==> config.mk <==
export PLATFORM = sky130hd
export DESIGN_NAME = sps_top
export DESIGN_NICKNAME = d
export VERILOG_FILES = /design/src/shared/sps_pkg.sv /design/src/sps_top.sv
export VERILOG_INCLUDE_DIRS = /design/src /design/src/shared
export SDC_FILE = /design/constraint.sdc
export NUM_CORES = 2
export LEC_CHECK = 0
export ABC_AREA = 1
export BUFFER_PORTS_ARGS = -buffer_cell sky130_fd_sc_hd__buf_2
export CAP_MARGIN = 5
export CORE_MARGIN = 10
export CORE_UTILIZATION = 25
export CTS_CLUSTER_DIAMETER = 50
export DETAILED_ROUTE_END_ITERATION = 10
export SLEW_MARGIN = 20
export SYNTH_ARGS = -nofsm -noshare
export SYNTH_HDL_FRONTEND = slang
export SYNTH_SLANG_ARGS = --single-unit
==> constraint.sdc <==
create_clock -name core_clk -period 17.85 [get_ports core_clk]
set_input_delay 4.4625 -clock core_clk [delete_from_list [all_inputs] [get_ports core_clk]]
set_output_delay 4.4625 -clock core_clk [all_outputs]
set_load 0.005 [all_outputs]
==> src/shared/sps_map.svh <==
// Clock rates, field positions and timing counts of the serial port block.
// Included by the design; holds definitions only.
`ifndef SPS_MAP_SVH
`define SPS_MAP_SVH
`define SPS_CLK_KHZ      50000
`define SPS_MAX_RATE_KHZ 16000
`define SPS_MIN_RATE_KHZ 125
`define SPS_MIN_HALF     ((`SPS_CLK_KHZ + 2 * `SPS_MAX_RATE_KHZ - 1) / (2 * `SPS_MAX_RATE_KHZ))
`define SPS_MAX_HALF     (`SPS_CLK_KHZ / (2 * `SPS_MIN_RATE_KHZ))
`define SPS_FIFO_DEPTH   255
`define SPS_SLV_BITS     8
`define SPS_F_RXNE       0
`define SPS_F_TXE        1
`define SPS_F_RXTH       2
`define SPS_F_TXTH       3
`define SPS_F_TXOVF      4
`define SPS_F_RXUDF      5
`define SPS_F_TXUDF      6
`define SPS_F_TMO        7
`endif

==> src/shared/sps_pkg.sv <==
// Types of the serial port block: configuration carriers and the state record.
// Assumes sps_map.svh for the numeric constants.
package sps_pkg;
  typedef enum logic [1:0] {M_IDLE, M_RUN, M_TAIL} sps_mst_t;
  typedef struct packed {
    logic       enable;
    logic       cpol;
    logic       cpha;
    logic       lsb_first;
    logic       manual;
    logic       sel_hold;
    logic [1:0] sel_num;
    logic [4:0] len;
    logic [7:0] half;
  } sps_mcfg_t;
  typedef struct packed {
    logic        lsb_first;
    logic [7:0]  rx_thresh;
    logic [7:0]  tx_thresh;
    logic [15:0] timeout;
    logic [7:0]  irq_mask;
  } sps_scfg_t;
  typedef struct packed {
    sps_mst_t    mst;
    logic [7:0]  div;
    logic [5:0]  edge_k;
    logic [4:0]  idx;
    logic [4:0]  len;
    logic [31:0] tx;
    logic [31:0] rx;
    logic [31:0] m_rx;
    logic        sclk;
    logic        mosi;
    logic        m_oe;
    logic [2:0]  sel;
    logic        m_done;
    logic        m_irq;
    logic        busy;
    logic        s_prev_clk;
    logic        s_prev_sel;
    logic [7:0]  s_shin;
    logic [7:0]  s_shout;
    logic [2:0]  s_bits;
    logic        s_miso;
    logic        s_miso_oe;
    logic [7:0]  tx_wp;
    logic [7:0]  tx_rp;
    logic [7:0]  tx_cnt;
    logic [7:0]  rx_wp;
    logic [7:0]  rx_rp;
    logic [7:0]  rx_cnt;
    logic [7:0]  s_rx_byte;
    logic [7:0]  s_flags;
    logic        s_irq;
    logic [15:0] tmo;
  } sps_state_t;
endpackage : sps_pkg

==> src/sps_top.sv <==
// Serial port block: a 1 to 32 bit master in four clock modes and an 8-bit mode 0 slave.
// Assumes all pins are synchronous to core_clk and pull-ups sit outside the block.
`timescale 1ns/1ns
`include "sps_map.svh"
module sps_top (
  // Clock and reset
  input  wire logic              core_clk,
  input  wire logic              nrst,
  // Master control and status
  input  wire sps_pkg::sps_mcfg_t m_cfg,
  input  wire logic              m_start,
  input  wire logic [31:0]       m_tx_data,
  input  wire logic              m_irq_en,
  input  wire logic              m_done_clr,
  output logic [31:0]            m_rx_data,
  output logic                   m_busy,
  output logic                   m_done,
  output logic                   m_irq,
  // Master pins
  output logic                   master_serial_clock,
  output logic                   master_serial_clock_oe,
  output logic                   master_data_out,
  output logic                   master_data_out_oe,
  input  wire logic              master_data_in,
  output logic                   first_select,
  output logic                   second_select,
  output logic                   third_select,
  output logic                   select_oe,
  // Slave control and status
  input  wire sps_pkg::sps_scfg_t s_cfg,
  input  wire logic              s_tx_wr,
  input  wire logic [7:0]        s_tx_byte,
  input  wire logic              s_rx_rd,
  input  wire logic [7:0]        s_irq_clr,
  output logic [7:0]             s_rx_byte,
  output logic [7:0]             s_tx_level,
  output logic [7:0]             s_rx_level,
  output logic [7:0]             s_flags,
  output logic                   s_irq,
  // Slave pins
  input  wire logic              slave_side_clock,
  input  wire logic              slave_side_data_in,
  input  wire logic              slave_side_select,
  output logic                   slave_side_data_out,
  output logic                   slave_side_data_out_oe
);
  import sps_pkg::*;

  function automatic logic [4:0] sps_step(input logic lsb, input logic [4:0] i);
    sps_step = lsb ? 5'(i + 5'h01) : 5'(i - 5'h01);
  endfunction : sps_step

  function automatic logic sps_first(input logic lsb, input logic [7:0] b);
    sps_first = lsb ? b[0] : b[7];
  endfunction : sps_first

  function automatic logic [7:0] sps_count(input logic [7:0] c, input logic up,
                                           input logic dn);
    sps_count = 8'(c + {7'h00, up} - {7'h00, dn});
  endfunction : sps_count

  sps_state_t st_reg;
  sps_state_t st_next;
  logic [7:0] tx_mem [0:255];
  logic [7:0] rx_mem [0:255];
  logic [7:0] half;
  logic       tick;
  logic       lead;
  logic       samp;
  logic [4:0] nidx;
  logic       s_rise;
  logic       s_fall;
  logic       s_act;
  logic       s_selfall;
  logic [7:0] shin_new;
  logic       tx_wr_ok;
  logic       tx_pop;
  logic       rx_push;
  logic       rx_pop;
  logic [7:0] fset;

  always_comb begin
    st_next = st_reg;
    // Clamping keeps the bit rate inside the supported band whatever software asks.
    if (m_cfg.half < 8'(`SPS_MIN_HALF)) begin
      half = 8'(`SPS_MIN_HALF);
    end else if (m_cfg.half > 8'(`SPS_MAX_HALF)) begin
      half = 8'(`SPS_MAX_HALF);
    end else begin
      half = m_cfg.half;
    end
    tick = (st_reg.div <= 8'h01);
    lead = ~st_reg.edge_k[0];
    samp = lead ^ m_cfg.cpha;
    nidx = sps_step(m_cfg.lsb_first, st_reg.idx);
    st_next.m_oe = m_cfg.enable;
    if (st_reg.mst != M_IDLE) begin
      st_next.div = tick ? half : 8'(st_reg.div - 8'h01);
    end
    case (st_reg.mst)
      M_IDLE: begin
        st_next.sclk = m_cfg.cpol;
        if (m_start && m_cfg.enable) begin
          st_next.mst    = M_RUN;
          st_next.busy   = 1'b1;
          st_next.div    = half;
          st_next.edge_k = 6'h00;
          st_next.len    = m_cfg.len;
          st_next.tx     = m_tx_data;
          st_next.rx     = 32'h0000_0000;
          st_next.idx    = m_cfg.lsb_first ? 5'h00 : m_cfg.len;
          st_next.mosi   = m_cfg.lsb_first ? m_tx_data[0] : m_tx_data[m_cfg.len];
        end
      end
      M_RUN: begin
        if (tick) begin
          st_next.sclk   = ~st_reg.sclk;
          st_next.edge_k = 6'(st_reg.edge_k + 6'h01);
          if (samp) begin
            st_next.rx[st_reg.idx] = master_data_in;
          end
          if (!lead) begin
            st_next.idx = nidx;
            if (!m_cfg.cpha) begin
              st_next.mosi = st_reg.tx[nidx];
            end
          end else if (m_cfg.cpha) begin
            st_next.mosi = st_reg.tx[st_reg.idx];
          end
          if (st_reg.edge_k == {st_reg.len, 1'b1}) begin
            st_next.mst = M_TAIL;
          end
        end
      end
      M_TAIL: begin
        if (tick) begin
          st_next.mst  = M_IDLE;
          st_next.busy = 1'b0;
          st_next.m_rx = st_reg.rx;
        end
      end
      default: st_next.mst = M_IDLE;
    endcase
    // The done flag is sticky; a completion in the clearing cycle wins.
    st_next.m_done = (st_reg.m_done & ~m_done_clr) |
                     (st_reg.mst == M_TAIL && tick);
    st_next.m_irq = st_next.m_done & m_irq_en;
    if (m_cfg.manual) begin
      st_next.sel = m_cfg.sel_hold ? ~(3'h1 << m_cfg.sel_num) : 3'h7;
    end else begin
      st_next.sel = (st_next.mst != M_IDLE) ? ~(3'h1 << m_cfg.sel_num) : 3'h7;
    end

    // Slave side.
    s_act     = ~slave_side_select;
    s_rise    = slave_side_clock & ~st_reg.s_prev_clk;
    s_fall    = ~slave_side_clock & st_reg.s_prev_clk;
    s_selfall = ~slave_side_select & st_reg.s_prev_sel;
    st_next.s_prev_clk = slave_side_clock;
    st_next.s_prev_sel = slave_side_select;
    st_next.s_miso_oe  = s_act;
    shin_new = s_cfg.lsb_first ? {slave_side_data_in, st_reg.s_shin[7:1]}
                               : {st_reg.s_shin[6:0], slave_side_data_in};
    tx_wr_ok = s_tx_wr && (st_reg.tx_cnt != 8'(`SPS_FIFO_DEPTH));
    tx_pop   = s_selfall && (st_reg.tx_cnt != 8'h00);
    rx_push  = 1'b0;
    rx_pop   = s_rx_rd && (st_reg.rx_cnt != 8'h00);
    fset     = 8'h00;
    if (s_selfall) begin
      // An empty transmit FIFO sends zeros rather than stale data.
      st_next.s_bits  = 3'h0;
      st_next.s_shout = tx_pop ? tx_mem[st_reg.tx_rp] : 8'h00;
      st_next.s_miso  = tx_pop ? sps_first(s_cfg.lsb_first, tx_mem[st_reg.tx_rp]) : 1'b0;
      fset[`SPS_F_TXUDF] = ~tx_pop;
    end else if (s_act && s_rise) begin
      st_next.s_shin = shin_new;
      st_next.s_bits = 3'(st_reg.s_bits + 3'h1);
      rx_push = (st_reg.s_bits == 3'(`SPS_SLV_BITS - 1)) &&
                (st_reg.rx_cnt != 8'(`SPS_FIFO_DEPTH));
    end else if (s_act && s_fall) begin
      st_next.s_shout = s_cfg.lsb_first ? {1'b0, st_reg.s_shout[7:1]}
                                        : {st_reg.s_shout[6:0], 1'b0};
      st_next.s_miso  = sps_first(s_cfg.lsb_first, st_next.s_shout);
    end
    if (tx_wr_ok) st_next.tx_wp = 8'(st_reg.tx_wp + 8'h01);
    if (tx_pop) st_next.tx_rp = 8'(st_reg.tx_rp + 8'h01);
    if (rx_push) st_next.rx_wp = 8'(st_reg.rx_wp + 8'h01);
    if (rx_pop) begin
      st_next.rx_rp     = 8'(st_reg.rx_rp + 8'h01);
      st_next.s_rx_byte = rx_mem[st_reg.rx_rp];
    end
    st_next.tx_cnt = sps_count(st_reg.tx_cnt, tx_wr_ok, tx_pop);
    st_next.rx_cnt = sps_count(st_reg.rx_cnt, rx_push, rx_pop);
    if (rx_push || st_reg.rx_cnt == 8'h00) begin
      st_next.tmo = 16'h0000;
    end else if (st_reg.tmo != s_cfg.timeout) begin
      st_next.tmo = 16'(st_reg.tmo + 16'h0001);
    end
    fset[`SPS_F_RXNE]  = st_reg.rx_cnt != 8'h00;
    fset[`SPS_F_TXE]   = st_reg.tx_cnt == 8'h00;
    fset[`SPS_F_RXTH]  = st_reg.rx_cnt > s_cfg.rx_thresh;
    fset[`SPS_F_TXTH]  = st_reg.tx_cnt < s_cfg.tx_thresh;
    fset[`SPS_F_TXOVF] = s_tx_wr && !tx_wr_ok;
    fset[`SPS_F_RXUDF] = s_rx_rd && !rx_pop;
    fset[`SPS_F_TMO]   = (s_cfg.timeout != 16'h0000) && (st_next.tmo == s_cfg.timeout) &&
                         (st_reg.tmo != s_cfg.timeout);
    st_next.s_flags = (st_reg.s_flags & ~s_irq_clr) | fset;
    st_next.s_irq   = |(st_next.s_flags & s_cfg.irq_mask);
  end

  always_ff @(posedge core_clk or negedge nrst) begin
    if (!nrst) begin
      st_reg            <= '0;
      st_reg.sel        <= 3'h7;
      st_reg.s_prev_sel <= 1'b1;
    end else begin
      st_reg <= st_next;
    end
  end

  // The FIFO arrays carry no reset; only the pointers and counts need one.
  always_ff @(posedge core_clk) begin
    if (tx_wr_ok) begin
      tx_mem[st_reg.tx_wp] <= s_tx_byte;
    end
    if (rx_push) begin
      rx_mem[st_reg.rx_wp] <= shin_new;
    end
  end

  assign m_rx_data              = st_reg.m_rx;
  assign m_busy                 = st_reg.busy;
  assign m_done                 = st_reg.m_done;
  assign m_irq                  = st_reg.m_irq;
  assign master_serial_clock    = st_reg.sclk;
  assign master_serial_clock_oe = st_reg.m_oe;
  assign master_data_out        = st_reg.mosi;
  assign master_data_out_oe     = st_reg.m_oe;
  assign first_select           = st_reg.sel[0];
  assign second_select          = st_reg.sel[1];
  assign third_select           = st_reg.sel[2];
  assign select_oe              = st_reg.m_oe;
  assign s_rx_byte              = st_reg.s_rx_byte;
  assign s_tx_level             = st_reg.tx_cnt;
  assign s_rx_level             = st_reg.rx_cnt;
  assign s_flags                = st_reg.s_flags;
  assign s_irq                  = st_reg.s_irq;
  assign slave_side_data_out    = st_reg.s_miso;
  assign slave_side_data_out_oe = st_reg.s_miso_oe;

  logic [6:0] chk_edges;
  always_ff @(posedge core_clk or negedge nrst) begin
    if (!nrst) begin
      chk_edges <= 7'h00;
    end else if (st_reg.mst == M_IDLE) begin
      chk_edges <= 7'h00;
    end else if (master_serial_clock != st_next.sclk) begin
      chk_edges <= 7'(chk_edges + 7'h01);
    end
  end
endmodule : sps_top

==> reports/metrics.yaml <==
worst-endpoint-required_ns: 18.47
async_reset_ff_share_pct: 5.43
power.clock.fraction_pct: 29.2
placeableCoreArea_sq_um: 700000
wl_per_cell_microns: 21.9
final-max-slew-violation-count: 0
slew_headroom_pct: 18.1
dp_hpwl_microns: 300000
switching_share_pct: 38.1
totalWireLength_microns: 515000
synth_top_area_share_pct: 70.0
p_sw_mw: 11.5
die_height_microns: 858
syn_area_sq_um: 176000
worst-setup-path-type: "input port to flop"
die_area_sq_um: 737000
crit_path_start_kind: "input port"
cts_buffers: 419
drv_cap: 0
io-pin-count: 199
crit_share_post_route_pct: 40.5
p_comb_share_pct: 32.0
synth.top_cells.by_area: "edfxtp_1 (70%), o21ai_0 (6.4%), nor2_1 (6.2%)"
timing.fmax_mhz: 138
worstHoldStart: "m_rx_data[30]"
grt_start_max_net_pins: 258
crit_path_max_fanout: 19
grt_pass1_vias: 112000
postCtsResizedCells: 0
power.ir.vdd_worst_mv: 0.317
mappedNetlistNets: 14300
critical-path-top-delay-family: "simple AND/OR/NAND/NOR gates"
post-cts-setup-buffer-count: 0
globalRoute.totalOverflow: 0
synth_edf_count: 4096
synth_area_per_cell_sq_um: 12.4
layout.nets: 14100
setup_viol: 0
drive_above_1_share_pct: 7.50
finalHoldViolations: 0
drcViolationCount: 0
critPathLaunch: "slave_side_select"
synthCells: 14100
drt_first_iter_violations: 15100
postCtsHoldBufs: 0
core.rowCount: 307
slowest_stage: "nor2_1"
outcome: "completed"
fin_setup_tns_ns: 0
cell_variety_after_synth: 61
vias_per_cell: 4.93
rsz0062_at_grt: "false"
internal_power_mw: 18.7
yosys.area.top_type: "edfxtp_1"
ys.warnings.count: 0
synth_flop_cell: "edfxtp_1"
hp-class: "flop to flop"
globalRouteTotalUtil_pct: 13.1
detail_route.first_pass.iterations: 9
post-route-util_pct: 28.4
clock-skew-final_ns: 0.0547
die_w_microns: 858
grt_first_pass_wirelength_microns: 750000
arrival_worst_endpoint_ns: 7.86
start_util_pct: 25.1
vias: 116000
antenna_nets_post_route: 0
synth_sequential_area_ratio_pct: 73.4
area_growth_pct: 13.2
buffer_and_inverter_count_on_the_worst_path: 3
synth.ff_latch_count: 4331
grt_antenna_before_repair: 24
powerDensity_nw_per_um2: 152
seq_power_share_pct: 38.8
static_leakage_nw: 62.8
cts_tree: "yes"
worstSkewPairLatency_ns: 1.02
endpoint_type_of_the_worst_setup_path: "flop"
htreeDepth: 5
clock_tree.root_cell: "clkbuf_16"
clock_sinks: 4331
cts.reportedPaths.clkPinSlew_ns: 0.06
clock_path_buffers: 4
critical_path.max_stage_delay_ns: 0.82
final_period_minus_worst_setup_slack_ns: 7.24
portBuffers: 198
cp_cell_sequence: "buf_2 > nor2_1 > nand2_1 > nor2_4 > nand2_1 > nor2_2 > buf_4 > inv_1 > nor3_2 > nand2_2 > nor2_1"
r2r-start: "st_reg[65]"
gpl.final_weighted_congestion: 0.877
worst-slew-pin-transition_ns: 1.23
fin_worst_hold_slack_ns: 0.471
==> final timing paths <==
kind                                  endpoint  slack, ns  depth (start not counted)
max                             rx_mem[204][2]      10.62                         11
min in group asynchronous         s_rx_byte[1]       3.37                          1
max reg2reg                slave_side_data_out      11.87                         16
max in group asynchronous        m_rx_data[26]      12.46                          3
min                              m_rx_data[30]       0.47                          2
min reg2reg                      m_rx_data[30]       0.47                          2
==> worst reg2reg max path, stage by stage (launching register included) <==
cell and delay (ns):
dfrtp_4 0.75, buf_4 0.68, buf_4 0.79, buf_4 0.77
buf_4 0.73, o21ai_0 0.23, o21ai_0 0.27, nand2_1 0.09
nand2_1 0.09, nor2_1 0.10, nand2_1 0.18, nand3_1 0.31
nand3_1 0.23, nand3_1 0.31, nand3_1 0.20, nand3_1 0.08
a21oi_1 0.12
==> final cells by class <==
cell class,instances,area (sq um)
Antenna cell,9,22.5
Clock buffer,507,10900
Clock inverter,261,2610
Fill cell,70900,501000
Inverter,279,1120
Multi-Input combinational cell,8487,41200
Sequential cell,4331,129000
Tap cell,9270,11600
Timing Repair Buffer,366,2580
==> synthesized netlist by cell type (all sizes together), types with 253 or more instances <==
cell type	instances
inv	266
nand3	665
a21oi	257
o22ai	549
o221ai	253
edfxtp	4096
o21ai	2266
buf	461
nor2	2917
o211ai	269
nand2	1039
clkbuf	588
==> metal layers <==
metal  track usage [%]  vias up  part of all wire, %
li1                  -    51300                    -
met1              17.8    57900                   42
met2              21.3     5813                   46
met3              2.36      908                  8.8
met4              4.07        6                  3.4
met5                 0        -               0.0058
==> through the flow <==
step                worst slack (ns)  std cells  total power [mW]  instance area [sq um]
finish                         10.62      23500              30.3                 199000
global route                   10.44      23500              31.6                 199000
CTS                            10.65      23500              30.2                 199000
detailed placement              9.58      22700              21.5                 185000
global placement                9.57      22700              21.5                 185000
floorplan                      0.995      14100              18.1                 176000
==> logic make-up after synthesis <==
| group | after synthesis | synth area share, % |
|---|---|---|
| flip-flops | 4331 | 73.4 |
| buffers and inverters | 1328 | 3.36 |
| XOR/XNOR | 58 | 0.289 |
| multiplexers | 5 | 0.0313 |
| AO/OA/AOI/OAI | 3661 | 11.9 |
| AND/OR/NAND/NOR | 4696 | 10.6 |
| adder cells (fa/ha/maj) | 67 | 0.490 |
==> power by group through the flow <==
stage / sequential, mW / clock, mW / combinational, mW
2_1_floorplan: 12.0 / 0 / 6.13
3_3_place_gp: 12.0 / 0 / 9.51
3_5_place_dp: 12.0 / 0 / 9.53
4_1_cts: 11.7 / 8.94 / 9.56
5_1_grt: 11.8 / 9.36 / 10.5
6_report: 11.7 / 8.85 / 9.70
==> cell usage in the layout (no fill, tap or decap), types with 25 or more instances in the layout <==
cell,Yosys,final
clkinv_2,1,64
edfxtp_1,4096,4096
clkbuf_1,587,85
xor2_1,53,53
o21ai_0,2230,2222
o211ai_1,269,269
o22ai_1,549,549
nand2_1,1036,1029
o31ai_1,31,31
o221ai_1,253,253
nor2_1,2910,2904
clkinvlp_4,0,25
dfrtp_1,231,223
a21oi_1,256,256
ha_1,64,64
clkinv_1,12,92
inv_1,243,242
buf_2,299,189
bufinv_16,0,35
o21ai_1,33,33
buf_4,126,149
nand3_1,664,649
nand4_1,36,36
clkbuf_16,0,422
Power figures use the tool's default switching activity.
